### config.mk
export PLATFORM = sky130hd
export DESIGN_NAME = audio_infoframe_status_regs
export DESIGN_NICKNAME = d
export VERILOG_FILES = /design/src/rtl/audio_status_pkg.sv /design/src/rtl/audio_infoframe_status_regs.sv /design/src/rtl/sticky_flag_bank.sv
export VERILOG_INCLUDE_DIRS = /design/src /design/src/rtl
export SDC_FILE = /design/constraint.sdc
export NUM_CORES = 1
export LEC_CHECK = 0
export BUFFER_PORTS_ARGS = -buffer_cell sky130_fd_sc_hd__buf_2
export CAP_MARGIN = 20
export CELL_PAD_IN_SITES_DETAIL_PLACEMENT = 1
export CELL_PAD_IN_SITES_GLOBAL_PLACEMENT = 1
export CORE_MARGIN = 1
export CORE_UTILIZATION = 38
export DETAILED_ROUTE_END_ITERATION = 8
export PLACE_DENSITY_LB_ADDON = 0.1
export SKIP_LAST_GASP = 1
export SYNTH_ARGS = -nofsm -noshare
export SYNTH_HDL_FRONTEND = slang
export SYNTH_SLANG_ARGS = --single-unit
### constraint.sdc
create_clock -name clk_in -period 5.1 [get_ports clk_in]
set_clock_uncertainty 0.15 [all_clocks]
set_input_delay 1.275 -clock clk_in [delete_from_list [all_inputs] [get_ports clk_in]]
set_output_delay 1.275 -clock clk_in [all_outputs]
set_load 0.02 [all_outputs]
### src/rtl/audio_status_params.svh
// Constants for the audio packet status register group
`ifndef AUDIO_STATUS_PARAMS_SVH
`define AUDIO_STATUS_PARAMS_SVH

// ****************************************
// Register indices, byte address is four times the index
// ****************************************
`define IDX_AUDIO_VERSION  8'h90
`define IDX_CODING         8'h91
`define IDX_RATE_WIDTH     8'h92
`define IDX_PEAK_RATE      8'h93
`define IDX_LAYOUT         8'h94
`define IDX_DOWNMIX        8'h95
`define IDX_SPARE          8'h96
`define IDX_FLAGS_COPY     8'h97
`define IDX_SPD_VERSION    8'h98
`define IDX_VENDOR_CHAR    8'h99
`define IDX_IRQ_STATUS     8'hc0
`define IDX_IRQ_MASK       8'hc1

// ****************************************
// Field positions
// ****************************************
`define FMT_LO             4
`define CHN_LO             0
`define RATE_LO            2
`define SIZE_LO            0
`define DMX_BIT            7
`define SHIFT_LO           3

// ****************************************
// Packet-change flag bits
// ****************************************
`define FLAG_VIDEO         0
`define FLAG_AUDIO         1
`define FLAG_SPD           2
`define FLAG_MPEG          3
`define FLAG_PROT          4
`define FLAG_REC1          5
`define FLAG_REC2          6

// ****************************************
// Reset values
// ****************************************
`define FIELD_RST          8'h00
`define FLAGS_RST          7'h00
`define MASK_RST           7'h00

`endif

### src/rtl/audio_status_pkg.sv
// Types shared by the audio packet status register group
package audio_status_pkg;

  // Decoded audio information packet fields from the parser
  typedef struct packed {
    logic [7:0] version;
    logic [3:0] audio_format_code;
    logic [2:0] channel_number_code;
    logic [2:0] sample_rate_code;
    logic [1:0] sample_size_code;
    logic [7:0] peak_rate;
    logic [7:0] speaker_layout;
    logic       downmix_block;
    logic [3:0] level_shift_db;
  } audio_fields_type;

  // Start of the source product description packet
  typedef struct packed {
    logic [7:0] version;
    logic [6:0] vendor_char_first;
  } spd_fields_type;

  typedef logic [6:0] flag_vec_type;

endpackage

### src/rtl/audio_infoframe_status_regs.sv
// Audio packet status register group with Wishbone slave and interrupt
`timescale 1ns/1ps
`include "audio_status_params.svh"

module audio_infoframe_status_regs (
  input  wire logic                             clk_in,          // 50 MHz clock
  input  wire logic                             reset_n_in,      // Async reset, low
  input  wire logic                             wb_cyc_in,       // Bus cycle
  input  wire logic                             wb_stb_in,       // Strobe
  input  wire logic                             wb_we_in,        // Write enable
  input  wire logic [31:0]                      wb_adr_in,       // Byte address
  input  wire logic [3:0]                       wb_sel_in,       // Byte lanes
  input  wire logic [31:0]                      wb_dat_in,       // Write data
  output logic      [31:0]                      wb_dat_out,      // Read data
  output logic                                  wb_ack_out,      // Acknowledge
  input  wire logic                             audio_load_in,   // New audio fields
  input  wire audio_status_pkg::audio_fields_type audio_fields_in, // Audio fields
  input  wire logic                             spd_load_in,     // New SPD fields
  input  wire audio_status_pkg::spd_fields_type spd_fields_in,   // SPD fields
  input  wire audio_status_pkg::flag_vec_type   packet_changed_in, // Change pulses
  input  wire logic                             flags_read_other_in, // Other copy read
  output audio_status_pkg::flag_vec_type        changed_packet_flags_out, // Flags
  output logic                                  flags_read_out,  // This copy read
  output logic                                  irq_out          // Interrupt level
);
  import audio_status_pkg::*;

  // ****************************************
  // Reset release
  // ****************************************
  logic             rst_meta;
  logic             rst_n;

  // Release goes through two flops so every flop leaves reset together
  always_ff @(posedge clk_in or negedge reset_n_in) begin
    if (!reset_n_in) begin
      rst_meta <= 1'b0;
      rst_n    <= 1'b0;
    end else begin
      rst_meta <= 1'b1;
      rst_n    <= rst_meta;
    end
  end

  // ****************************************
  // Stored packet fields
  // ****************************************
  audio_fields_type aud;
  spd_fields_type   spd;
  flag_vec_type     flags;
  flag_vec_type     irq_status;
  flag_vec_type     irq_mask;
  flag_vec_type     flag_set;
  flag_vec_type     status_clear;
  logic             audio_differs;
  logic             spd_differs;

  // Fields only move when the parser delivers a packet; bus writes never touch them
  always_ff @(posedge clk_in or negedge rst_n) begin
    if (!rst_n) begin
      aud <= '0;
    end else if (audio_load_in) begin
      aud <= audio_fields_in;
    end
  end

  always_ff @(posedge clk_in or negedge rst_n) begin
    if (!rst_n) begin
      spd <= '0;
    end else if (spd_load_in) begin
      spd <= spd_fields_in;
    end
  end

  // Change detection for the two packets this group stores itself
  assign audio_differs = audio_load_in && (audio_fields_in != aud);
  assign spd_differs   = spd_load_in && (spd_fields_in != spd);

  // One bit per packet kind; the other kinds come in as pulses
  always_comb begin
    flag_set              = packet_changed_in;
    flag_set[`FLAG_AUDIO] = packet_changed_in[`FLAG_AUDIO] | audio_differs;
    flag_set[`FLAG_SPD]   = packet_changed_in[`FLAG_SPD] | spd_differs;
  end

  // ****************************************
  // Wishbone slave
  // ****************************************
  logic             req;
  logic             mapped;
  logic [7:0]       word_idx;
  logic             commit;
  logic             read_copy;
  logic             wr_lane0;

  // Word index from the byte address
  function automatic logic [7:0] index_of(input logic [31:0] adr);
    return adr[9:2];
  endfunction

  // High address bits must be clear for a hit
  function automatic logic in_window(input logic [31:0] adr);
    return adr[31:10] == 22'h000000;
  endfunction

  assign req      = wb_cyc_in && wb_stb_in;
  assign word_idx = index_of(wb_adr_in);
  assign mapped   = in_window(wb_adr_in);

  // Effects land on the edge at which the master samples ack high
  assign commit    = req && wb_ack_out;
  assign read_copy = commit && !wb_we_in && mapped && (word_idx == `IDX_FLAGS_COPY);
  assign wr_lane0  = commit && wb_we_in && mapped && wb_sel_in[0];

  // Ack one cycle after the request, then drop so the master can release
  always_ff @(posedge clk_in or negedge rst_n) begin
    if (!rst_n) begin
      wb_ack_out <= 1'b0;
    end else begin
      wb_ack_out <= req && !wb_ack_out;
    end
  end

  // Read mux; unmapped and reserved locations and unused bits read zero
  function automatic logic [31:0] read_word(input logic [7:0] idx, input logic hit);
    logic [31:0] w;
    w = 32'h0000_0000;
    if (!hit) begin
      w = 32'h0000_0000;
    end else if (idx == `IDX_AUDIO_VERSION) begin
      w[7:0] = aud.version;
    end else if (idx == `IDX_CODING) begin
      w[`FMT_LO +: 4] = aud.audio_format_code;
      w[`CHN_LO +: 3] = aud.channel_number_code;
    end else if (idx == `IDX_RATE_WIDTH) begin
      w[`RATE_LO +: 3] = aud.sample_rate_code;
      w[`SIZE_LO +: 2] = aud.sample_size_code;
    end else if (idx == `IDX_PEAK_RATE) begin
      w[7:0] = aud.peak_rate;
    end else if (idx == `IDX_LAYOUT) begin
      w[7:0] = aud.speaker_layout;
    end else if (idx == `IDX_DOWNMIX) begin
      w[`DMX_BIT]        = aud.downmix_block;
      w[`SHIFT_LO +: 4]  = aud.level_shift_db;
    end else if (idx == `IDX_SPARE) begin
      w = 32'h0000_0000;
    end else if (idx == `IDX_FLAGS_COPY) begin
      w[6:0] = flags;
    end else if (idx == `IDX_SPD_VERSION) begin
      w[7:0] = spd.version;
    end else if (idx == `IDX_VENDOR_CHAR) begin
      w[6:0] = spd.vendor_char_first;
    end else if (idx == `IDX_IRQ_STATUS) begin
      w[6:0] = irq_status;
    end else if (idx == `IDX_IRQ_MASK) begin
      w[6:0] = irq_mask;
    end
    return w;
  endfunction

  // Data is captured with ack so it stands while the master samples it
  always_ff @(posedge clk_in or negedge rst_n) begin
    if (!rst_n) begin
      wb_dat_out <= 32'h0000_0000;
    end else if (req && !wb_ack_out && !wb_we_in) begin
      wb_dat_out <= read_word(word_idx, mapped);
    end else if (!req) begin
      wb_dat_out <= 32'h0000_0000;
    end
  end

  // ****************************************
  // Packet-change flags, shared with the other copies
  // ****************************************
  // Any copy read clears all; a change in the same cycle still shows
  sticky_flag_bank u_flags (
    .clk_in       (clk_in),
    .rst_n_in     (rst_n),
    .set_in       (flag_set),
    .clear_all_in (read_copy || flags_read_other_in),
    .clear_in     ('0),
    .bits_out     (flags)
  );

  assign changed_packet_flags_out = flags;
  assign flags_read_out           = read_copy;

  // ****************************************
  // Interrupt status and mask
  // ****************************************
  // Write one to clear; lanes other than byte 0 carry nothing
  assign status_clear = (wr_lane0 && word_idx == `IDX_IRQ_STATUS) ? wb_dat_in[6:0] : '0;

  sticky_flag_bank u_irq_status (
    .clk_in       (clk_in),
    .rst_n_in     (rst_n),
    .set_in       (flag_set),
    .clear_all_in (1'b0),
    .clear_in     (status_clear),
    .bits_out     (irq_status)
  );

  always_ff @(posedge clk_in or negedge rst_n) begin
    if (!rst_n) begin
      irq_mask <= `MASK_RST;
    end else if (wr_lane0 && word_idx == `IDX_IRQ_MASK) begin
      irq_mask <= wb_dat_in[6:0];
    end
  end

  // Registered so the line never glitches during a status clear
  always_ff @(posedge clk_in or negedge rst_n) begin
    if (!rst_n) begin
      irq_out <= 1'b0;
    end else begin
      irq_out <= |(irq_status & irq_mask);
    end
  end
endmodule // audio_infoframe_status_regs

### src/rtl/sticky_flag_bank.sv
// Sticky flag bank: set pulses win over clears
`timescale 1ns/1ps
`include "audio_status_params.svh"

module sticky_flag_bank (
  input  wire logic                         clk_in,       // System clock
  input  wire logic                         rst_n_in,     // Synchronised reset
  input  wire audio_status_pkg::flag_vec_type set_in,     // Per-bit set pulses
  input  wire logic                         clear_all_in, // Clear every bit
  input  wire audio_status_pkg::flag_vec_type clear_in,   // Per-bit clears
  output      audio_status_pkg::flag_vec_type bits_out      // Flag state
);
  import audio_status_pkg::*;

  flag_vec_type clear_vec;

  // A whole-bank clear overrides the per-bit pattern
  assign clear_vec = clear_all_in ? '1 : clear_in;

  // Set is or-ed in last so an event in the clear cycle survives
  always_ff @(posedge clk_in or negedge rst_n_in) begin
    if (!rst_n_in) begin
      bits_out <= `FLAGS_RST;
    end else begin
      bits_out <= (bits_out & ~clear_vec) | set_in;
    end
  end
endmodule // sticky_flag_bank

==> results of run 1 <==
==> power groups by stage <==
stage | registers (mW) | logic (mW) | clock network, mW
2_1_floorplan | 0.816 | 0.178 | 0
3_3_place_gp | 0.828 | 0.266 | 0
3_5_place_dp | 0.830 | 0.273 | 0
4_1_cts | 0.818 | 0.276 | 0.643
5_1_grt | 0.824 | 0.302 | 0.669
6_report | 0.816 | 0.273 | 0.627
==> layout by cell type (no fill, tap or decap), drive strengths merged, types with 3 or more instances in the layout <==
cell type and count:
a211oi 3, a21o 12, a21oi 12, a22oi 10, a32oi 6, and3 3, buf 132, clkbuf 9
clkinv 5, conb 25, dfrtp 89, inv 9, mux2 59, mux2i 9, nand2 32, nand2b 4
nand3 10, nand4 10, nor2 21, nor2b 5, nor3 5, nor3b 3, nor4 20, o21ai 23
o221ai 3, o22ai 4, xor2 56
==> synthesized netlist by cell type, types with 3 or more instances <==
| master | n |
|---|---|
| sky130_fd_sc_hd__clkbuf_1 | 17 |
| sky130_fd_sc_hd__o22ai_1 | 4 |
| sky130_fd_sc_hd__xor2_1 | 56 |
| sky130_fd_sc_hd__o221ai_1 | 3 |
| sky130_fd_sc_hd__nor3b_1 | 3 |
| sky130_fd_sc_hd__a32oi_1 | 6 |
| sky130_fd_sc_hd__nand2_1 | 32 |
| sky130_fd_sc_hd__o21ai_0 | 22 |
| sky130_fd_sc_hd__a21o_1 | 12 |
| sky130_fd_sc_hd__nand4_1 | 9 |
| sky130_fd_sc_hd__nor2b_1 | 5 |
| sky130_fd_sc_hd__a22oi_1 | 10 |
| sky130_fd_sc_hd__nand2b_1 | 4 |
| sky130_fd_sc_hd__buf_4 | 24 |
| sky130_fd_sc_hd__dfrtp_1 | 89 |
| sky130_fd_sc_hd__mux2i_1 | 9 |
| sky130_fd_sc_hd__a211oi_1 | 3 |
| sky130_fd_sc_hd__buf_2 | 4 |
| sky130_fd_sc_hd__nor4_1 | 19 |
| sky130_fd_sc_hd__nor3_1 | 5 |
| sky130_fd_sc_hd__nand3_1 | 10 |
| sky130_fd_sc_hd__inv_1 | 9 |
| sky130_fd_sc_hd__nor2_1 | 20 |
| sky130_fd_sc_hd__mux2_2 | 59 |
| sky130_fd_sc_hd__a21oi_1 | 12 |
==> stage by stage <==
stage	setup slack (ps)	util, %	area (um2)
6_report	762.0	46.60	6196
5_1_grt	740.6	46.60	6196
4_1_cts	762.0	46.60	6196
3_5_place_dp	766.9	44.55	5923
3_3_place_gp	773.1	44.55	5923
2_1_floorplan	989.0	-	5300
==> worst max path at each step <==
stage	endpoint	slack [ps]	cells past startpoint
2_1_floorplan	flags_read_out	990	4
3_3_place_gp	flags_read_out	770	6
3_5_place_dp	flags_read_out	770	6
4_1_cts	flags_read_out	760	6
5_1_grt	flags_read_out	740	6
6_report	flags_read_out	760	6
==> sequential cells by signal, summed over array words and instances, names as in the netlist <==
| signal | count |
|---|---|
| aud | 41 |
| spd | 15 |
| wb_dat_out | 8 |
| irq_mask | 7 |
| u_flags.bits_out | 7 |
| u_irq_status.bits_out | 7 |
| irq_out | 1 |
| rst_meta | 1 |
| rst_n | 1 |
| wb_ack_out | 1 |
==> critical path, delay by kind of cell <==
| kind | cells | cell delay (ps) |
|---|---|---|
| AND/OR/NAND/NOR | 4 | 1380 |
| buffers and inverters | 2 | 260 |
==> layer usage <==
metal	vias up	global-route usage (%)	part of all wire, %
met5	-	0	0
met4	0	9.573	2.1
met3	21	3.544	4.9
met2	138	37.39	48
met1	2144	30.66	45
li1	2005	-	-
==> kinds of logic after synthesis <==
kind of cell    count (synthesis)  share of synthesized area, %
simple gates                  130                         14.33
compound gates                 95                         12.70
flops                          89                         42.72
mux                            68                         14.47
xor+xnor                       56                         9.407
buf+inv                        56                         6.239
other cells                     2                        0.1440
==> cell type report <==
type | instances | area share (%)
clock inverters | 7 | 0.7674
repair buffers | 132 | 10.90
well taps | 176 | 3.554
multi-input cells | 374 | 44.59
inverters | 9 | 0.5452
clock buffers | 9 | 3.635
flip-flops and latches | 89 | 36.01
==> flow_summary.html, run 1 <==
<table>
<tr><th>Metric</th><th>Value</th></tr>
<tr><th colspan="2">Floorplanning</th></tr>
<tr><td>Placeable core region</td><td>13300 um2</td></tr>
<tr><td>I/O pin cnt</td><td>181</td></tr>
<tr><td>Effective utilization at floorplan</td><td>39.22%</td></tr>
<tr><td>Die height</td><td>119.1 um</td></tr>
<tr><td>Row count</td><td>42</td></tr>
<tr><td>Overall die area</td><td>14190 um2</td></tr>
<tr><td>Chip width</td><td>119.1 um</td></tr>
<tr><th colspan="2">Logic synthesis</th></tr>
<tr><td>Yosys warning total</td><td>0</td></tr>
<tr><td>Average size of a mapped cell</td><td>10.51 um2</td></tr>
<tr><td>Most used DFF post-synth</td><td>sky130_fd_sc_hd__dfrtp_1</td></tr>
<tr><td>Sequential element share of the synthesized area</td><td>42.72%</td></tr>
<tr><td>Post-synthesis instance area</td><td>5214 um2</td></tr>
<tr><td>Number of synthesized register bits</td><td>89</td></tr>
<tr><td>Number of different library cells in the post-synthesis netlist</td><td>64</td></tr>
<tr><td>Number of enable-type register cells in the synthesized netlist</td><td>0</td></tr>
<tr><td>Biggest area consumer among synthesized cells</td><td>sky130_fd_sc_hd__dfrtp_1</td></tr>
<tr><td>Ys async rst share</td><td>100.0%</td></tr>
<tr><td>Instance count of the mapped netlist</td><td>496</td></tr>
<tr><td>Area contributors post-synth</td><td>sky130_fd_sc_hd__dfrtp_1 (43%), sky130_fd_sc_hd__mux2_2 (13%), sky130_fd_sc_hd__xor2_1 (9.4%), sky130_fd_sc_hd__buf_4 (3.5%), sky130_fd_sc_hd__nand2_1 (2.3%)</td></tr>
<tr><td>Portion of synthesized cell area occupied by the leading cell type</td><td>42.72%</td></tr>
<tr><th colspan="2">Placement</th></tr>
<tr><td>Routability-driven placement congestion ratio</td><td>0.8383</td></tr>
<tr><td>Count of input and output buffers</td><td>126</td></tr>
<tr><td>Post-detail-place hpwl</td><td>11.84 mm</td></tr>
<tr><td>Number of placed instances, taps included</td><td>780</td></tr>
<tr><th colspan="2">Critical path</th></tr>
<tr><td>Worst path cell trace</td><td>buf_2 &gt; or4_4 &gt; or4_4 &gt; nor2_4 &gt; and3_2 &gt; buf_2</td></tr>
<tr><td>Kind of end point of the critical path</td><td>primary output</td></tr>
<tr><td>Reg-to-Reg Start</td><td>aud[36]</td></tr>
<tr><td>Slowest stage cell, crit path</td><td>sky130_fd_sc_hd__or4_4</td></tr>
<tr><td>Arrival time worst endpoint</td><td>2910 ps</td></tr>
<tr><td>Worst r2r path cells</td><td>5</td></tr>
<tr><td>Endpoint of the worst register-to-register path</td><td>u_flags.bits_out[1]</td></tr>
<tr><td>Crit-path max FO</td><td>2</td></tr>
<tr><td>Worst-case register-to-register setup slack</td><td>3100 ps</td></tr>
<tr><td>Setup crit start</td><td>wb_adr_in[16]</td></tr>
<tr><td>Kind of start point of the critical path</td><td>input port</td></tr>
<tr><td>Required time of the worst setup path</td><td>3670 ps</td></tr>
<tr><td>Type of the worst setup path</td><td>input port to primary output</td></tr>
<tr><td>Biggest cell delay along the critical path</td><td>540 ps</td></tr>
<tr><th colspan="2">Cells and area</th></tr>
<tr><td>Layout-stage area growth over the synthesis result</td><td>18.84%</td></tr>
<tr><td>Nets@finish</td><td>754</td></tr>
<tr><td>Fraction of layout cells with a size suffix above 1</td><td>35.48%</td></tr>
<tr><td>Non-filler instance count after layout</td><td>796</td></tr>
<tr><td>Register area</td><td>2231 um2</td></tr>
<tr><td>Antenna cell count</td><td>0</td></tr>
<tr><td>Multi-input gate area in the final layout</td><td>2763 um2</td></tr>
<tr><td>Filler Cell Count</td><td>1518</td></tr>
<tr><th colspan="2">STA</th></tr>
<tr><td>Crit path time final</td><td>4338 ps</td></tr>
<tr><td>Final total negative setup slack</td><td>0 ps</td></tr>
<tr><td>Final worst path period share</td><td>85.06%</td></tr>
<tr><td>Final Hold Violating Endpoints</td><td>0</td></tr>
<tr><td>Highest clock rate</td><td>230.5 MHz</td></tr>
<tr><td>Hold WS</td><td>172.8 ps</td></tr>
<tr><td>Worst-case headroom to the max-slew limit</td><td>29.49%</td></tr>
<tr><td>Slew Limit Fails</td><td>0</td></tr>
<tr><td>Unrepaired setup endpoints after global routing</td><td>no</td></tr>
<tr><td>Final setup violating endpoints</td><td>0</td></tr>
<tr><td>Slew at the pin with the worst max-slew slack</td><td>1044 ps</td></tr>
<tr><th colspan="2">Pwr</th></tr>
<tr><td>Proportion of power drawn by combinational gates</td><td>15.9%</td></tr>
<tr><td>Switching share of power</td><td>29.65%</td></tr>
<tr><td>Sequential power share</td><td>47.5%</td></tr>
<tr><td>Leakage component of the power</td><td>2.783 nW</td></tr>
<tr><td>Reported net switching power</td><td>0.5090 mW</td></tr>
<tr><td>Internal power</td><td>1.208 mW</td></tr>
<tr><td>Pwr/cell area</td><td>277.0 nW/um2</td></tr>
<tr><td>Worst ir drop on vdd</td><td>0.2166 mV</td></tr>
<tr><td>Share of total power in the clock network</td><td>36.5%</td></tr>
<tr><td>Power after layout</td><td>1.717 mW</td></tr>
<tr><th colspan="2">Clock network</th></tr>
<tr><td>Number of buffers added to fix hold violations after cts</td><td>0</td></tr>
<tr><td>Post-CTS setup buffers</td><td>0</td></tr>
<tr><td>Sinks on Clock Net</td><td>89</td></tr>
<tr><td>TritonCTS buffer count</td><td>9</td></tr>
<tr><td>CTS resizes</td><td>0</td></tr>
<tr><td>Clock transition at path regs</td><td>70 ps</td></tr>
<tr><td>Max H-tree Level</td><td>3</td></tr>
<tr><td>Clock latency reported for the late side of the worst-skew pair</td><td>360 ps</td></tr>
<tr><td>Clock tree from TritonCTS</td><td>built</td></tr>
<tr><td>Max Root-Sink Buffers</td><td>2</td></tr>
<tr><td>Clock tree root driver cell</td><td>sky130_fd_sc_hd__clkbuf_16</td></tr>
<tr><th colspan="2">GRT</th></tr>
<tr><td>Via count of the first global-routing pass</td><td>4475</td></tr>
<tr><td>Wire length of the first global-routing pass</td><td>24.80 mm</td></tr>
<tr><td>Pin count of the biggest net entering global routing</td><td>48</td></tr>
<tr><td>Total congestion overflow after global routing</td><td>0</td></tr>
<tr><td>Tot GR Track Use</td><td>23.09%</td></tr>
<tr><td>Initial antenna violation count</td><td>0</td></tr>
<tr><th colspan="2">Detailed routing</th></tr>
<tr><td>Wirelength per Cell</td><td>19.37 um</td></tr>
<tr><td>Vias per inst</td><td>5.412</td></tr>
<tr><td>Post-detailed-routing wire length</td><td>15.42 mm</td></tr>
<tr><td>Number of design-rule violations left by the first detailed-router iteration</td><td>160</td></tr>
<tr><td>Via count</td><td>4308</td></tr>
<tr><td>Antenna violation net count after detailed routing</td><td>0</td></tr>
<tr><td>DRC violations left</td><td>0</td></tr>
<tr><td>Detailed-router iteration count before antenna repair</td><td>4</td></tr>
<tr><th colspan="2">Run status</th></tr>
<tr><td>Run status</td><td>completed</td></tr>
<tr><th colspan="2">Hold path</th></tr>
<tr><td>Worst hold path type</td><td>flop to async pin</td></tr>
<tr><th colspan="2">Flow run</th></tr>
<tr><td>Max-cap violations</td><td>0</td></tr>
</table>
No activity file was read; power rests on OpenSTA's default activity.
==> run 2, diff against run 1 <==
- CORE_UTILIZATION: 38 -> 35
- GPL_ROUTABILITY_DRIVEN: unset -> 0
- clock period: 5.1 -> 3.7 ns (I/O delays scaled with it)
==> flow_summary.html, run 2 (same netlist as run 1, synthesis figures left out) <==
<table>
<tr><th>Metric</th><th>Value</th></tr>
<tr><th colspan="2">Run status</th></tr>
<tr><td>Run status</td><td>completed (unchanged)</td></tr>
<tr><th colspan="2">Detailed routing</th></tr>
<tr><td>Vias per inst</td><td>5.332 (was 5.412)</td></tr>
<tr><td>Wirelength per Cell</td><td>19.37 um (about the same)</td></tr>
<tr><td>Via count</td><td>4324 (was 4308)</td></tr>
<tr><td>Detailed-router iteration count before antenna repair</td><td>4 (unchanged)</td></tr>
<tr><td>Post-detailed-routing wire length</td><td>15.71 mm (was 15.42 mm)</td></tr>
<tr><td>Number of design-rule violations left by the first detailed-router iteration</td><td>152 (was 160)</td></tr>
<tr><td>Antenna violation net count after detailed routing</td><td>0 (unchanged)</td></tr>
<tr><td>DRC violations left</td><td>0 (unchanged)</td></tr>
<tr><th colspan="2">STA</th></tr>
<tr><td>Slew Limit Fails</td><td>0 (unchanged)</td></tr>
<tr><td>Crit path time final</td><td>3598 ps</td></tr>
<tr><td>Slew at the pin with the worst max-slew slack</td><td>993.7 ps (was 1044 ps)</td></tr>
<tr><td>Final worst path period share</td><td>97.25%</td></tr>
<tr><td>Final Hold Violating Endpoints</td><td>0 (unchanged)</td></tr>
<tr><td>Unrepaired setup endpoints after global routing</td><td>no (unchanged)</td></tr>
<tr><td>Final total negative setup slack</td><td>0 ps (unchanged)</td></tr>
<tr><td>Worst-case headroom to the max-slew limit</td><td>33.75% (was 29.49%)</td></tr>
<tr><td>Highest clock rate</td><td>277.9 MHz</td></tr>
<tr><td>Final setup violating endpoints</td><td>0 (unchanged)</td></tr>
<tr><th colspan="2">Clock network</th></tr>
<tr><td>Clock transition at path regs</td><td>70 ps (about the same)</td></tr>
<tr><td>Max H-tree Level</td><td>3 (unchanged)</td></tr>
<tr><td>Number of buffers added to fix hold violations after cts</td><td>0 (unchanged)</td></tr>
<tr><td>Sinks on Clock Net</td><td>89 (unchanged)</td></tr>
<tr><td>Post-CTS setup buffers</td><td>0 (unchanged)</td></tr>
<tr><td>Clock tree from TritonCTS</td><td>built (unchanged)</td></tr>
<tr><td>TritonCTS buffer count</td><td>9 (unchanged)</td></tr>
<tr><td>Clock tree root driver cell</td><td>sky130_fd_sc_hd__clkbuf_16 (unchanged)</td></tr>
<tr><td>Clock latency reported for the late side of the worst-skew pair</td><td>350 ps (was 360 ps)</td></tr>
<tr><td>Max Root-Sink Buffers</td><td>2 (unchanged)</td></tr>
<tr><td>CTS resizes</td><td>0 (unchanged)</td></tr>
<tr><th colspan="2">Flow run</th></tr>
<tr><td>Max-cap violations</td><td>0 (unchanged)</td></tr>
<tr><th colspan="2">Floorplanning</th></tr>
<tr><td>Placeable core region</td><td>14530 um2 (was 13300 um2)</td></tr>
<tr><td>Overall die area</td><td>15390 um2 (was 14190 um2)</td></tr>
<tr><td>Row count</td><td>44 (was 42)</td></tr>
<tr><td>Die height</td><td>124.1 um (was 119.1 um)</td></tr>
<tr><td>Chip width</td><td>124.1 um (was 119.1 um)</td></tr>
<tr><td>I/O pin cnt</td><td>181 (unchanged)</td></tr>
<tr><td>Effective utilization at floorplan</td><td>35.87% (was 39.22%)</td></tr>
<tr><th colspan="2">Pwr</th></tr>
<tr><td>Leakage component of the power</td><td>2.823 nW (was 2.783 nW)</td></tr>
<tr><td>Pwr/cell area</td><td>377.7 nW/um2 (was 277.0 nW/um2)</td></tr>
<tr><td>Worst ir drop on vdd</td><td>0.2140 mV (was 0.2166 mV)</td></tr>
<tr><th colspan="2">GRT</th></tr>
<tr><td>Pin count of the biggest net entering global routing</td><td>64 (was 48)</td></tr>
<tr><td>Via count of the first global-routing pass</td><td>4443 (was 4475)</td></tr>
<tr><td>Initial antenna violation count</td><td>0 (unchanged)</td></tr>
<tr><td>Total congestion overflow after global routing</td><td>0 (unchanged)</td></tr>
<tr><td>Wire length of the first global-routing pass</td><td>24.32 mm (was 24.80 mm)</td></tr>
<tr><td>Tot GR Track Use</td><td>21.59% (was 23.09%)</td></tr>
<tr><th colspan="2">Placement</th></tr>
<tr><td>Number of placed instances, taps included</td><td>795 (was 780)</td></tr>
<tr><td>Post-detail-place hpwl</td><td>12.19 mm (was 11.84 mm)</td></tr>
<tr><td>Cell area after placement</td><td>5986 um2 (was 5923 um2)</td></tr>
<tr><td>Count of input and output buffers</td><td>126 (unchanged)</td></tr>
<tr><th colspan="2">Critical path</th></tr>
<tr><td>Arrival time worst endpoint</td><td>2520 ps (was 2910 ps)</td></tr>
<tr><td>Type of the worst setup path</td><td>input port to primary output (unchanged)</td></tr>
<tr><td>Crit-path max FO</td><td>2 (unchanged)</td></tr>
<tr><td>Required time of the worst setup path</td><td>2620 ps (was 3670 ps)</td></tr>
<tr><td>Kind of end point of the critical path</td><td>primary output (unchanged)</td></tr>
<tr><td>Worst r2r path cells</td><td>5 (unchanged)</td></tr>
<tr><td>Kind of start point of the critical path</td><td>input port (unchanged)</td></tr>
<tr><th colspan="2">Cells and area</th></tr>
<tr><td>Largest regs</td><td>aud x41, spd x15, wb_dat_out x8 (unchanged)</td></tr>
<tr><td>Antenna cell count</td><td>0 (unchanged)</td></tr>
<tr><td>Summed area of non-filler cells in the final layout</td><td>6252 um2 (was 6196 um2)</td></tr>
<tr><td>Flip-flop count of the largest register after layout</td><td>41 (unchanged)</td></tr>
<tr><td>Filler Cell Count</td><td>1683 (was 1518)</td></tr>
<tr><td>Layout-stage area growth over the synthesis result</td><td>19.92% (was 18.84%)</td></tr>
<tr><td>Most common cell after layout, fill and taps aside</td><td>sky130_fd_sc_hd__buf_2 (unchanged)</td></tr>
<tr><td>Top register by number of flip-flops</td><td>aud (unchanged)</td></tr>
<tr><td>Nets@finish</td><td>761 (was 754)</td></tr>
<tr><td>Non-filler instance count after layout</td><td>811 (was 796)</td></tr>
<tr><td>Most frequent cells in the layout</td><td>sky130_fd_sc_hd__buf_2 (126), sky130_fd_sc_hd__dfrtp_1 (88), sky130_fd_sc_hd__mux2_2 (59), sky130_fd_sc_hd__xor2_1 (56), sky130_fd_sc_hd__nand2_1 (32) (unchanged)</td></tr>
<tr><td>Fraction of layout cells with a size suffix above 1</td><td>35.89% (was 35.48%)</td></tr>
<tr><th colspan="2">Hold path</th></tr>
<tr><td>Worst hold path type</td><td>input port to async pin (was flop to async pin)</td></tr>
</table>
## run 2: cell count changes in the layout (fill, tap and decap cells not counted)
| cell | before | now |
|---|---|---|
| sky130_fd_sc_hd__buf_4 | 6 | 13 |
| sky130_fd_sc_hd__clkbuf_1 | 0 | 2 |
| sky130_fd_sc_hd__clkbuf_8 | 0 | 1 |
| sky130_fd_sc_hd__clkinv_2 | 3 | 4 |
| sky130_fd_sc_hd__clkinv_4 | 2 | 0 |
| sky130_fd_sc_hd__clkinvlp_4 | 2 | 0 |
## run 2: path summary, 6_finish.rpt
| kind | startpoint | to | slack (ps) |
|---|---|---|---|
| max | wb_adr_in[16] | flags_read_out | 100 |
| min | reset_n_in | rst_n | 190 |
| max reg2reg | aud[1] | u_flags.bits_out[1] | 1550 |
| min reg2reg | rst_meta | rst_n | 210 |
| max in group asynchronous | rst_n | u_irq_status.bits_out[1] | 2320 |
| min in group clk_in | rst_meta | rst_n | 210 |
## run 2: power by group
part | leakage (nW) | total (mW) | internal (mW) | switching (mW)
registers | 1.05 | 1.13 | 1.04 | 0.0895
clock network | 0.136 | 0.858 | 0.470 | 0.388
logic | 1.64 | 0.374 | 0.174 | 0.200
total | 2.82 | 2.36 | 1.68 | 0.677
## run 2: worst max-delay path, stage by stage
cell and delay, ps:
sky130_fd_sc_hd__buf_2 100, sky130_fd_sc_hd__or4_4 520, sky130_fd_sc_hd__or4_4 530, sky130_fd_sc_hd__nor2_4 110, sky130_fd_sc_hd__and3_2 170, sky130_fd_sc_hd__buf_2 160
## run 2: final cells by class
class | instances | area [um2] | share of cell area, %
clock buffer | 12 | 246.5 | 3.942
clock inverter | 4 | 20.02 | 0.3202
inverter | 9 | 33.78 | 0.5403
multi-input combinational | 374 | 2763 | 44.19
sequential | 89 | 2231 | 35.68
tap | 184 | 230.2 | 3.682
timing repair buffer | 139 | 728.2 | 11.65
## run 2: per-layer routing
metal | share of wire (%) | up-vias | GRT usage [%] | wire length, um
met4 | 1.4 | 0 | 7.887 | 224
met1 | 47 | 2135 | 29.33 | 7355
li1 | - | 2031 | - | -
met3 | 5.2 | 17 | 3.984 | 816
met2 | 47 | 141 | 34.12 | 7314
met5 | 0 | - | 0 | 0
## run 2: metrics by stage
step	hold WS [ps]	setup slack [ps]	utilization [%]	total power, mW
floorplan	181.2	289.0	-	1.371
global placement	188.6	122.3	41.18	1.512
detailed placement	194.2	101.3	41.18	1.526
CTS	179.1	96.39	43.02	2.391
global route	181.3	51.76	43.02	2.470
finish	190.5	101.7	43.02	2.362
